### src/shared/tcep_pkg.sv
// Constants and types shared by the circuit emulation packetizer.
package tcep_pkg;
  localparam int          DS1_SLOTS      = 24;
  localparam int          E1_SLOTS       = 32;
  localparam int          DS1_FRAME_BITS = 193;
  localparam int          DS1_MAX_GROUP  = 24;
  localparam int          E1_MAX_GROUP   = 31;
  localparam int          PAY_MIN        = 2;
  localparam int          PAY_MAX        = 1514;
  localparam int          DS1_DEF_PAY    = 192;
  localparam int          E1_DEF_PAY     = 256;
  localparam int          CAS_FRAMES     = 16;
  localparam int          CAS_SLOT       = 16;
  localparam logic [3:0]  MF_LAST        = 4'hf;
  localparam logic [4:0]  DS1_LAST_SLOT  = 5'h17;
  localparam logic [4:0]  E1_LAST_SLOT   = 5'h1f;
  localparam logic [31:0] DS1_MASK       = 32'h00ff_ffff;
  localparam logic [31:0] E1_MASK        = 32'hffff_ffff;
  localparam logic [31:0] E1_FAS_CLEAR   = 32'hffff_fffe;
  localparam logic [3:0]  CAS_PAD        = 4'h0;
  localparam int          SIZE_W         = 11;

  typedef enum logic [1:0] {
    unstructured_ds1_type,
    unstructured_e1_type,
    structured_ds1_type,
    structured_e1_type
  } tcep_circuit_t;

  typedef enum logic [1:0] {st_idle, st_data, st_cas} tcep_state_t;
endpackage : tcep_pkg

### src/shared/tcep_oct_if.sv
// Octet stream between the line receiver and the packer.
`timescale 1ns/1ps
interface tcep_oct_if;
  logic       unstr;
  logic       ds1;
  logic       valid;
  logic [7:0] data;
  logic [4:0] slot;
  logic       last;
  modport rx (input unstr, input ds1, output valid, output data, output slot, output last);
  modport pk (output unstr, output ds1, input valid, input data, input slot, input last);
endinterface : tcep_oct_if

### src/rtl/tcep_line_rx.sv
// Line receiver: samples the line clock, aligns bits and delivers octets.
`timescale 1ns/1ps
module tcep_line_rx
  import tcep_pkg::*;
(
  input  wire logic core_clk,
  input  wire logic rst_b,
  input  wire logic line_clk,
  input  wire logic line_data,
  input  wire logic line_sync,
  tcep_oct_if.rx    oi
);
  typedef struct packed {
    logic [2:0] clk_s;
    logic [1:0] dat_s;
    logic [1:0] syn_s;
    logic [7:0] pos;
    logic [7:0] sh;
    logic [2:0] ubit;
    logic       valid;
    logic [7:0] data;
    logic [4:0] slot;
    logic       last;
  } tcep_rx_st_t;

  tcep_rx_st_t s_q, s_d;
  logic [7:0]  bitp;
  logic [7:0]  idx;
  logic [7:0]  sh_n;

  always_comb begin
    s_d       = s_q;
    s_d.clk_s = {s_q.clk_s[1:0], line_clk};
    s_d.dat_s = {s_q.dat_s[0], line_data};
    s_d.syn_s = {s_q.syn_s[0], line_sync};
    s_d.valid = 1'b0;
    bitp      = s_q.syn_s[1] ? 8'h00 : 8'(s_q.pos + 8'h01);
    idx       = 8'(bitp - {7'h00, oi.ds1});
    sh_n      = {s_q.sh[6:0], s_q.dat_s[1]};
    if (s_q.clk_s[1] && !s_q.clk_s[2]) begin
      s_d.pos  = bitp;
      s_d.sh   = sh_n;
      s_d.ubit = 3'(s_q.ubit + 3'h1);
      if (oi.unstr) begin
        // Framing bit is packed like any other bit.
        if (s_q.ubit == 3'h7) begin
          s_d.valid = 1'b1;
          s_d.data  = sh_n;
          s_d.slot  = 5'h00;
          s_d.last  = 1'b0;
        end
      end else if ((bitp >= {7'h00, oi.ds1}) && (idx[2:0] == 3'h7)) begin
        // Framing bit of a DS1 frame is skipped; octets follow in slot order.
        s_d.valid = 1'b1;
        s_d.data  = sh_n;
        s_d.slot  = idx[7:3];
        s_d.last  = (idx[7:3] == (oi.ds1 ? DS1_LAST_SLOT : E1_LAST_SLOT));
      end
    end
  end

  always_ff @(posedge core_clk or negedge rst_b) begin
    if (!rst_b) begin
      s_q <= '0;
    end else begin
      s_q <= s_d;
    end
  end

  assign oi.valid = s_q.valid;
  assign oi.data  = s_q.data;
  assign oi.slot  = s_q.slot;
  assign oi.last  = s_q.last;

  AST_RX_SPACING: assert property (@(posedge core_clk) disable iff (!rst_b)
    s_q.valid |=> !s_q.valid [*8])
    else $error("Octets delivered closer than eight cycles.");
  AST_RX_DS1_SLOT: assert property (@(posedge core_clk) disable iff (!rst_b)
    (s_q.valid && oi.ds1 && !oi.unstr) |-> (s_q.slot <= DS1_LAST_SLOT))
    else $error("DS1 octet slot out of range.");
endmodule : tcep_line_rx

### src/rtl/tcep_packetizer.sv
// Circuit emulation packetizer: TDM line octets into pseudowire payloads.
`timescale 1ns/1ps
// Function
// - Each circuit is carried as a pseudowire payload, unstructured or structure-aware.
// - In structured mode each frame adds one octet per selected slot, frames in arrival order.
// - Selected slots may be any subset of the frame other than E1 slot 0 and need not be adjacent.
// - With E1 CAS the frames per packet are fixed at 16 and not configurable.
// - The configured size with CAS counts only slot octets, not signalling octets.
// - In unstructured mode the group holds every slot, 24 for DS1 or 32 for E1.
// - Unstructured payload size is accepted only from 2 to 1514 octets.
// - Unstructured DS1 carries the 193rd framing bit inside the payload.
// - Unstructured default payload is 192 octets for DS1 and 256 for E1.
// - A structured group holds 1 to 24 slots on DS1 and 1 to 31 on E1.
// - Structured size is a multiple of the slot count, from 2 to 1514 octets.
// - Each of the 16 ports is configured independently of the others.
// - E1 CAS nibbles come from slot 16 over a 16-frame multiframe for channels 1 to 15 and 17 to 31.
module tcep_packetizer
  import tcep_pkg::*;
(
  input  wire logic                core_clk,
  input  wire logic                rst_b,
  input  wire logic                line_clk,
  input  wire logic                line_data,
  input  wire logic                line_sync,
  input  wire logic                port_en,
  input  wire tcep_circuit_t       circuit_type_setting,
  input  wire logic                cas_en,
  input  wire logic [31:0]         slot_mask,
  input  wire logic [SIZE_W-1:0]   pay_size,
  output logic                     pkt_valid,
  output logic                     pkt_sop,
  output logic                     pkt_eop,
  output logic [7:0]               pkt_data,
  output logic                     cfg_err,
  output logic [5:0]               grp_count
);
  typedef struct packed {
    tcep_state_t       st;
    logic [SIZE_W-1:0] cnt;
    logic [SIZE_W-1:0] seen;
    logic [4:0]        scan;
    logic [3:0]        hold;
    logic              hold_v;
    logic [31:0][3:0]  nib;
    logic [3:0]        mf;
    logic              cfg_err;
    logic [5:0]        grp;
    logic              pval;
    logic              psop;
    logic              peop;
    logic [7:0]        pdat;
  } tcep_pk_st_t;

  tcep_oct_if oi ();

  tcep_line_rx u_rx (
    .core_clk  (core_clk),
    .rst_b     (rst_b),
    .line_clk  (line_clk),
    .line_data (line_data),
    .line_sync (line_sync),
    .oi        (oi)
  );

  function automatic logic [5:0] tcep_popcount(input logic [31:0] m);
    logic [5:0] c;
    c = 6'h00;
    for (int i = 0; i < 32; i++) begin
      c = 6'(c + {5'h00, m[i]});
    end
    return c;
  endfunction : tcep_popcount

  tcep_pk_st_t       s_q, s_d;
  logic              unstr, ds1, cas;
  logic [31:0]       grp_m;
  logic [5:0]        n;
  logic [SIZE_W-1:0] eff_size, target, ncas, total;
  logic              err;
  logic              last_sel;

  assign unstr = (circuit_type_setting == unstructured_ds1_type) ||
                 (circuit_type_setting == unstructured_e1_type);
  assign ds1   = (circuit_type_setting == unstructured_ds1_type) ||
                 (circuit_type_setting == structured_ds1_type);
  assign cas   = cas_en && !unstr && !ds1;
  assign oi.unstr = unstr;
  assign oi.ds1   = ds1;
  assign last_sel = ((grp_m >> s_q.scan) == 32'h0000_0001);

  always_comb begin
    // Each instance holds its own settings, so ports never interact.
    if (unstr) begin
      grp_m = ds1 ? DS1_MASK : E1_MASK;
    end else begin
      grp_m = slot_mask & (ds1 ? DS1_MASK : E1_FAS_CLEAR);
    end
    n = tcep_popcount(grp_m);
    if (pay_size == '0) begin
      eff_size = ds1 ? SIZE_W'(DS1_DEF_PAY) : SIZE_W'(E1_DEF_PAY);
    end else begin
      eff_size = pay_size;
    end
    ncas   = SIZE_W'((n + 6'h01) >> 1);
    target = cas ? SIZE_W'({n, 4'h0}) : eff_size;
    total  = cas ? SIZE_W'(target + ncas) : target;
    err    = (eff_size < SIZE_W'(PAY_MIN)) || (eff_size > SIZE_W'(PAY_MAX));
    if (!unstr) begin
      err = err || (n == 6'h00) ||
            (n > (ds1 ? 6'(DS1_MAX_GROUP) : 6'(E1_MAX_GROUP)));
      if (cas) begin
        err = err || ((pay_size != '0) && (pay_size != target));
      end else if (n != 6'h00) begin
        err = err || ((eff_size % SIZE_W'(n)) != '0);
      end
    end
  end

  always_comb begin
    s_d         = s_q;
    s_d.cfg_err = err;
    s_d.grp     = n;
    s_d.pval    = 1'b0;
    s_d.psop    = 1'b0;
    s_d.peop    = 1'b0;
    if (oi.valid && cas && (oi.slot == 5'(CAS_SLOT))) begin
      // Slot 16 carries two channels per frame; all-zero high nibble marks frame 0.
      if (oi.data[7:4] == 4'h0) begin
        s_d.mf = 4'h0;
      end else begin
        s_d.mf = 4'(s_q.mf + 4'h1);
        s_d.nib[s_d.mf]                = oi.data[7:4];
        s_d.nib[{1'b1, s_d.mf}]        = oi.data[3:0];
      end
    end
    case (s_q.st)
      st_idle: begin
        s_d.cnt  = '0;
        s_d.seen = '0;
        if (port_en && !s_q.cfg_err && !err) begin
          if (unstr) begin
            s_d.st = st_data;
          end else if (oi.valid && oi.last && (!cas || s_q.mf == MF_LAST)) begin
            s_d.st = st_data;
          end
        end
      end
      st_data: begin
        if (!port_en || err) begin
          s_d.st = st_idle;
        end else if (oi.valid && grp_m[oi.slot]) begin
          // Every selected octet goes out in arrival order.
          s_d.pval = 1'b1;
          s_d.pdat = oi.data;
          s_d.psop = (s_q.cnt == '0);
          s_d.cnt  = SIZE_W'(s_q.cnt + 1'b1);
          if (s_d.cnt == target) begin
            if (cas) begin
              s_d.st     = st_cas;
              s_d.scan   = 5'h00;
              s_d.hold_v = 1'b0;
            end else begin
              s_d.peop = 1'b1;
              s_d.cnt  = '0;
            end
          end
        end
      end
      st_cas: begin
        // Nibbles of the selected channels, two to an octet, pad if odd.
        s_d.scan = 5'(s_q.scan + 5'h01);
        if (grp_m[s_q.scan]) begin
          if (s_q.hold_v) begin
            s_d.pval   = 1'b1;
            s_d.pdat   = {s_q.hold, s_q.nib[s_q.scan]};
            s_d.hold_v = 1'b0;
          end else if (last_sel) begin
            s_d.pval = 1'b1;
            s_d.pdat = {s_q.nib[s_q.scan], CAS_PAD};
          end else begin
            s_d.hold   = s_q.nib[s_q.scan];
            s_d.hold_v = 1'b1;
          end
        end
        if (s_d.pval) begin
          s_d.cnt = SIZE_W'(s_q.cnt + 1'b1);
          if (last_sel) begin
            s_d.peop = 1'b1;
            s_d.cnt  = '0;
          end
        end
        if (s_q.scan == E1_LAST_SLOT) begin
          s_d.st = st_data;
        end
      end
      default: begin
        s_d.st = st_idle;
      end
    endcase
    if (s_d.pval) begin
      s_d.seen = s_d.psop ? '0 : SIZE_W'(s_q.seen + 1'b1);
    end
  end

  always_ff @(posedge core_clk or negedge rst_b) begin
    if (!rst_b) begin
      s_q <= '0;
    end else begin
      s_q <= s_d;
    end
  end

  assign pkt_valid = s_q.pval;
  assign pkt_sop   = s_q.psop;
  assign pkt_eop   = s_q.peop;
  assign pkt_data  = s_q.pdat;
  assign cfg_err   = s_q.cfg_err;
  assign grp_count = s_q.grp;

  AST_PKT_LEN: assert property (@(posedge core_clk) disable iff (!rst_b)
    (s_q.pval && s_q.peop && !cas && $stable(eff_size)) |-> (SIZE_W'(s_q.seen + 1'b1) == target)
    ) else $error("Packet length differs from configured size.");
  AST_CAS_LEN: assert property (@(posedge core_clk) disable iff (!rst_b)
    (s_q.pval && s_q.peop && cas && $stable(n)) |-> (SIZE_W'(s_q.seen + 1'b1) == total))
    else $error("CAS packet length wrong.");
  AST_UNSTR_FULL: assert property (@(posedge core_clk) disable iff (!rst_b)
    (unstr && $stable(circuit_type_setting)) |=> (s_q.grp == ($past(ds1) ? 6'd24 : 6'd32)))
    else $error("Unstructured group not full.");
  AST_GROUP_RANGE: assert property (@(posedge core_clk) disable iff (!rst_b)
    (!unstr && (n == 6'h00 || n > (ds1 ? 6'd24 : 6'd31))) |=> s_q.cfg_err)
    else $error("Bad group size accepted.");
  AST_SIZE_RANGE: assert property (@(posedge core_clk) disable iff (!rst_b)
    (pay_size != '0 && (pay_size < 11'd2 || pay_size > 11'd1514)) |=> s_q.cfg_err)
    else $error("Bad payload size accepted.");
  AST_MULTIPLE: assert property (@(posedge core_clk) disable iff (!rst_b)
    (!unstr && !cas && n != 6'h00 && (eff_size % SIZE_W'(n)) != '0) |=> s_q.cfg_err)
    else $error("Size not a multiple of group accepted.");
  AST_DEFAULT: assert property (@(posedge core_clk) disable iff (!rst_b)
    (unstr && pay_size == '0) |-> (eff_size == (ds1 ? 11'd192 : 11'd256)))
    else $error("Wrong default payload size.");
  AST_IDLE_QUIET: assert property (@(posedge core_clk) disable iff (!rst_b)
    (s_q.st == st_idle) |=> !s_q.pval)
    else $error("Output while idle.");
  AST_CAS_TAIL: assert property (@(posedge core_clk) disable iff (!rst_b)
    (s_q.st == st_data && s_d.st == st_cas) |-> ##33 (s_q.st != st_cas))
    else $error("Signalling tail overran its scan.");
endmodule : tcep_packetizer

### config.mk
export PLATFORM = sky130hd
export DESIGN_NAME = tcep_packetizer
export DESIGN_NICKNAME = d
export VERILOG_FILES = /design/src/shared/tcep_pkg.sv /design/src/shared/tcep_oct_if.sv /design/src/rtl/tcep_line_rx.sv /design/src/rtl/tcep_packetizer.sv
export SDC_FILE = /design/constraint.sdc
export NUM_CORES = 1
export LEC_CHECK = 0
export BUFFER_PORTS_ARGS = -buffer_cell sky130_fd_sc_hd__buf_2
export CORE_MARGIN = 8
export CORE_UTILIZATION = 50
export DETAILED_ROUTE_END_ITERATION = 8
export PLACE_DENSITY = 0.77
export RECOVER_POWER = 100
export SETUP_SLACK_MARGIN = 0.05
export SLEW_MARGIN = 20
export SYNTH_ARGS = -nofsm -noshare
export SYNTH_HDL_FRONTEND = slang
export SYNTH_SLANG_ARGS = --single-unit
### constraint.sdc
create_clock -name core_clk -period 10.68 [get_ports core_clk]
set_input_delay 2.136 -clock core_clk [delete_from_list [all_inputs] [get_ports core_clk]]
set_output_delay 2.136 -clock core_clk [all_outputs]
set_load 0.02 [all_outputs]
==> results of run 1 <==
-- synth_stat cells (17+ instances only) --
library cell  instances
and3_1               18
nor2_1              100
mux2i_1              56
inv_1                77
a21oi_1              74
buf_4                17
nor3_1               42
nand3_1              50
fa_1                 25
a31oi_1              19
mux4_2               34
mux2_2              161
clkbuf_1             58
o21a_1               28
o21ai_0              68
a21o_1               21
nand2b_1             38
xnor2_1              32
nand2_1              92
xor2_1               27
o221ai_1             18
ha_1                 82
dfrtp_1             213
-- final cells by class --
| type | count | area share (%) |
|---|---|---|
| Multi-Input combinational cell | 1217 | 52.5 |
| Sequential cell | 213 | 25.7 |
| Timing Repair Buffer | 408 | 14.2 |
| Clock buffer | 28 | 3.00 |
| Tap cell | 402 | 2.42 |
| Inverter | 81 | 1.50 |
| Clock inverter | 12 | 0.740 |
-- per-stage QoR --
| step | TNS [ns] | util (%) | setup WS [ns] | area [um^2] | hold WS (ns) |
|---|---|---|---|---|---|
| final | -333.17 | 65.7 | -10.88 | 20800 | 0.349 |
| after global routing | -359.56 | 65.7 | -11.71 | 20800 | 0.365 |
| after CTS | -322.77 | 64.7 | -10.58 | 20500 | 0.353 |
| after detailed placement | -361.58 | 59.9 | -11.82 | 18900 | 0.336 |
| after global placement | -344.44 | 59.9 | -11.26 | 18900 | 0.335 |
| after floorplan | -353.60 | - | -11.56 | 16500 | 0.331 |
-- sequential cells by signal, summed over array words and instances, names as in the netlist --
name / cells
cfg_err: 1
u_rx.oi.data: 8
grp_count: 6
pkt_eop: 1
u_rx.oi.slot: 5
s_q: 155
u_rx.oi.valid: 1
pkt_valid: 1
u_rx.s_q: 21
u_rx.oi.last: 1
pkt_sop: 1
pkt_data: 8
u_rx.s_d: 4
-- worst max-delay path: cells and delay by family --
family / cells / cell delay (ns)
buffers and inverters: 15 / 1.56
XOR/XNOR: 1 / 0.22
multiplexers: 6 / 1.54
AO/OA/AOI/OAI: 39 / 6.43
adder cells (fa/ha/maj): 18 / 6.38
AND/OR/NAND/NOR: 24 / 3.60
-- kinds of logic after synthesis --
kind of cell / synth area share [%]
mux: 19.7
fa+ha+maj: 9.55
buf+inv: 4.88
simple gates: 13.8
xor+xnor: 3.21
flops: 33.1
compound gates: 15.7
-- per-layer routing --
layer	GRT usage, %	up-vias
li1	-	6605
met4	7.22	0
met5	0	-
met1	31.7	7156
met3	2.85	152
met2	42.1	642
-- timing repair --
action / CTS / global route
gates cloned: 1 / 0
pin swaps: 90 / 56
endpoints found under the setup margin: 31 / 31
gates resized for setup: 107 / 45
buffers inserted: 44 / 16
-- path summary, 6_finish.rpt --
check	from	slack (ns)	to
hold / removal	u_rx.s_d[37]	0.35	u_rx.s_q[37]
setup reg to reg	s_q[155]	5.42	s_q[176]
min in group asynchronous	rst_b	4.21	s_q[118]
max in group asynchronous	rst_b	1.55	s_q[155]
setup / recovery	circuit_type_setting[1]	-10.88	pkt_data[7]
hold reg to reg	u_rx.s_d[37]	0.35	u_rx.s_q[37]
==> results_dict.tcl, run 1 <==
set metrics [dict create \
    r2r_cells 16 \
    worstHoldPathCells 0 \
    final_common_cell "buf_4" \
    clk_pin_slew_ns 0.06 \
    multiInputGateArea_um2 10900 \
    timing.final.crit_share_pct 202 \
    clk_latency_ns 0.52 \
    initial_core_util_pct 50.9 \
    arrival_ns 21.96 \
    grt_pass1_vias 14900 \
    maxCapViolCount 2 \
    die-width_um 195 \
    cp.required_ns 11.08 \
    finalSetupViolCount 31 \
    cpMostUsedCell "ha_4" \
    worstMarginPinSlew_ns 6.94 \
    relSlewSlack_pct -362 \
    clock_sinks 213 \
    routed-wl-met2_um 23600 \
    clockBufferDepth 3 \
    cts_tree "built" \
    critical_path_class "input port to flip-flop" \
    grt_max_degree 134 \
    max_stage_delay_ns 0.56 \
    netlist-cell-type-count 100 \
    min_period_ns 21.56 \
    wl_met1_um 20100 \
    critPathMaxFanout 8 \
    ys_seq_area_share_pct 33.1 \
    start_kind "input port" \
    area_growth_pct 29.1 \
    place_inst 2265 \
    die_area_um2 38200 \
    synth_edf_count 0 \
    dp_hpwl_um 33800 \
    ctsRootBufferMaster "clkbuf_16" \
    final_cell_mix "317 x buf_4, 211 x dfrtp_1, 155 x mux2_2, 90 x nor2_1, 86 x nand2_1" \
    firstDrtPassIters 5 \
    regArea_um2 5340 \
    grt.total_usage_pct 24.4 \
    drt_iter0_drc 1174 \
    portBuffers 69 \
    layout_setup_ws_ns -10.88 \
    ys_async_sr_fraction_pct 100 \
    synth_top_flop_cell "dfrtp_1" \
    h-tree-depth 1 \
    dr.max_layer_used "met4" \
    min_path_type "flip-flop to flip-flop" \
    overflow 0 \
    fillers 2251 \
    ios 70 \
    skew_ns 0.0214 \
    diodes 0 \
    cts_buffers 22 \
    cts_hold_buf 0 \
    status "complete, but fails checks" \
    wl_per_cell_um 20.5 \
    nNetsFinal 2102 \
    routed_via_density 6.16 \
    drc 0 \
    synthCells 1608 \
    synth_area_um2 16100 \
    violations "capacitance limit, slew limit, setup timing" \
    yosys.area.top_type "dfrtp_1" \
    drive_above_1_share_pct 40.1 \
    finalHoldViolCount 0 \
    postSynthAreaPerCell_um2 10.0 \
    rsz0062_at_grt "true" \
    detail-route-antenna-nets 0 \
    layout.cells.non_filler 2361 \
    drt-total-wl_um 48500 \
    grt_pass1_wl_um 77400 \
    critPathSlowestCell "fa_1" \
    synth_top_area_share_pct 33.1 \
    final_max_slew_viol_count 216 \
    core_area_um2 31600 \
    synth_nets 1767 \
    die_height_um 195 \
    rows 65 \
    yosys_warnings 0 \
    antenna_found_initial 0 \
    end_kind "flip-flop" \
    ys_ff_latch 213 \
    vias 14600 \
    fmax_ghz 0.0464 \
    gp_congestion 0.946 \
    synthTopCellsByArea "dfrtp_1 33%, mux2_2 11%, ha_1 6.4%" \
    met3WireLength_um 3230 \
]
Power of run 1 is not shown: default switching activity piles up to over one toggle a cycle in this logic, so the estimate is an artifact.
==> inputs of run 2 (changes only) <==
CORE_ASPECT_RATIO = 0.75   (was unset)
==> results_dict.tcl, run 2 (synthesis gave the netlist of run 1 again) <==
set metrics [dict create \
    ctsRootBufferMaster "clkbuf_16" \
    cts_tree "built" \
    violations "capacitance limit, slew limit, setup timing" \
    rows 57 \
    grt_pass1_vias 14700 \
    routed_via_density 6.18 \
    area_growth_pct 29.6 \
    portBuffers 69 \
    overflow 0 \
    min_path_type "flip-flop to flip-flop" \
    timing.final.crit_share_pct 204 \
    grt_max_degree 145 \
    place_inst 2275 \
    hold_end "u_rx.s_d[40]" \
    die_height_um 171 \
    core_area_um2 32000 \
    r2r_slack_ns 5.04 \
    worstHoldPathCells 0 \
    cts_hold_buf 0 \
    reg2reg_to "s_q[177]" \
    tns_ns -340.72 \
    r2r_start "s_q[155]" \
    r2r_cells 14 \
    status "complete, but fails checks" \
    firstDrtPassIters 6 \
    critPathMaxFanout 8 \
    drc 0 \
    largest_register_ff_count 155 \
    fillers 2309 \
    wl_per_cell_um 21.0 \
    h-tree-depth 1 \
    maxCapViolCount 3 \
    relSlewSlack_pct -214 \
    multiInputGateArea_um2 11000 \
    clk_pin_slew_ns 0.06 \
    min_period_ns 21.75 \
    drive_above_1_share_pct 40.5 \
    cp.required_ns 11.06 \
    die-width_um 223 \
    layout_setup_ws_ns -11.07 \
    arrival_ns 22.14 \
    final_cell_mix "306 x buf_4, 211 x dfrtp_1, 153 x mux2_2, 89 x nor2_1, 85 x nand2_1" \
    initial_core_util_pct 50.3 \
    clock_sinks 213 \
    dp_hpwl_um 34600 \
    critPathSlowestCell "fa_1" \
    clk_latency_ns 0.50 \
    final_common_cell "buf_4" \
    max_stage_delay_ns 0.57 \
    drt-total-wl_um 49900 \
    worstMarginPinSlew_ns 4.71 \
    fmax_ghz 0.0460 \
    finalSetupViolCount 31 \
    nNetsFinal 2102 \
    diodes 0 \
    gp_congestion 0.939 \
    finalHoldViolCount 0 \
    final_util_pct 65.2 \
    critical_path_class "input port to flip-flop" \
    grt_pass1_wl_um 77900 \
    die_area_um2 38300 \
    ios 70 \
    hp-start "u_rx.s_d[39]" \
    rsz0062_at_grt "true" \
    antenna_found_initial 0 \
    top_regs "s_q x155, u_rx.s_q x21" \
    start_kind "input port" \
    regArea_um2 5340 \
    detail-route-antenna-nets 0 \
    vias 14600 \
    end_kind "flip-flop" \
    drt_iter0_drc 1485 \
    layout.cells.non_filler 2370 \
    skew_ns 0.0184 \
    cts_buffers 23 \
    clockBufferDepth 3 \
    grt.total_usage_pct 24.7 \
    final_max_slew_viol_count 218 \
    regMostFlops "s_q" \
]
-- run 2: cell count changes in the layout (fill, tap and decap cells not counted), sizes merged --
cell      before  now
clkbuf        50   59
bufinv         3    2
clkinvlp       0    1
clkinv        12    7
buf          386  380
-- run 2: final cells by class --
class	count	area share, %
multi-input cells	1217	52.5
flip-flops and latches	213	25.6
repair buffers	407	14.4
clock buffers	32	3.11
well taps	413	2.48
inverters	81	1.48
clock inverters	7	0.474
-- run 2: metrics by stage --
stage / worst slack, ns / hold WS [ns] / area (um^2)
after global placement: -11.31 / 0.335 / 18900
after CTS: -10.76 / 0.351 / 20500
after detailed placement: -12.00 / 0.337 / 18900
after floorplan: -11.56 / 0.331 / 16500
after global routing: -11.81 / 0.363 / 20900
final: -11.07 / 0.348 / 20900
-- run 2: worst max-delay path by stage --
stage	endpoint	cells after the start	from
2_1_floorplan	pkt_data[4]	101	circuit_type_setting[0]
3_3_place_gp	pkt_data[7]	103	circuit_type_setting[1]
3_5_place_dp	pkt_data[7]	101	circuit_type_setting[1]
4_1_cts	pkt_data[5]	101	circuit_type_setting[1]
5_1_grt	s_q[177]	102	circuit_type_setting[1]
6_report	pkt_data[5]	97	circuit_type_setting[1]
-- run 2: what timing repair did --
action	4_1_cts	5_1_grt
setup buffers	39	18
gates cloned	2	0
resized for setup	102	78
pin swaps	83	77
endpoints found under the setup margin	31	31
hold endpoints to repair	0	0
-- run 2: worst max-delay path: cells and delay by family --
kind	cells	cell delay [ns]
xor+xnor	1	0.20
compound gates	38	6.57
buf+inv	12	1.15
simple gates	21	3.61
fa+ha+maj	18	6.60
mux	7	1.84
-- run 2: metal layers --
layer	routed length, um	vias up	global-route usage [%]	part of all wire, %
met1	21700	7194	34.5	43
met5	0	-	0	0
met3	3900	124	3.80	7.8
met2	23000	730	39.9	46
met4	1280	0	6.66	2.6
li1	-	6600	-	-
Power of run 2 is left out for the same reason.
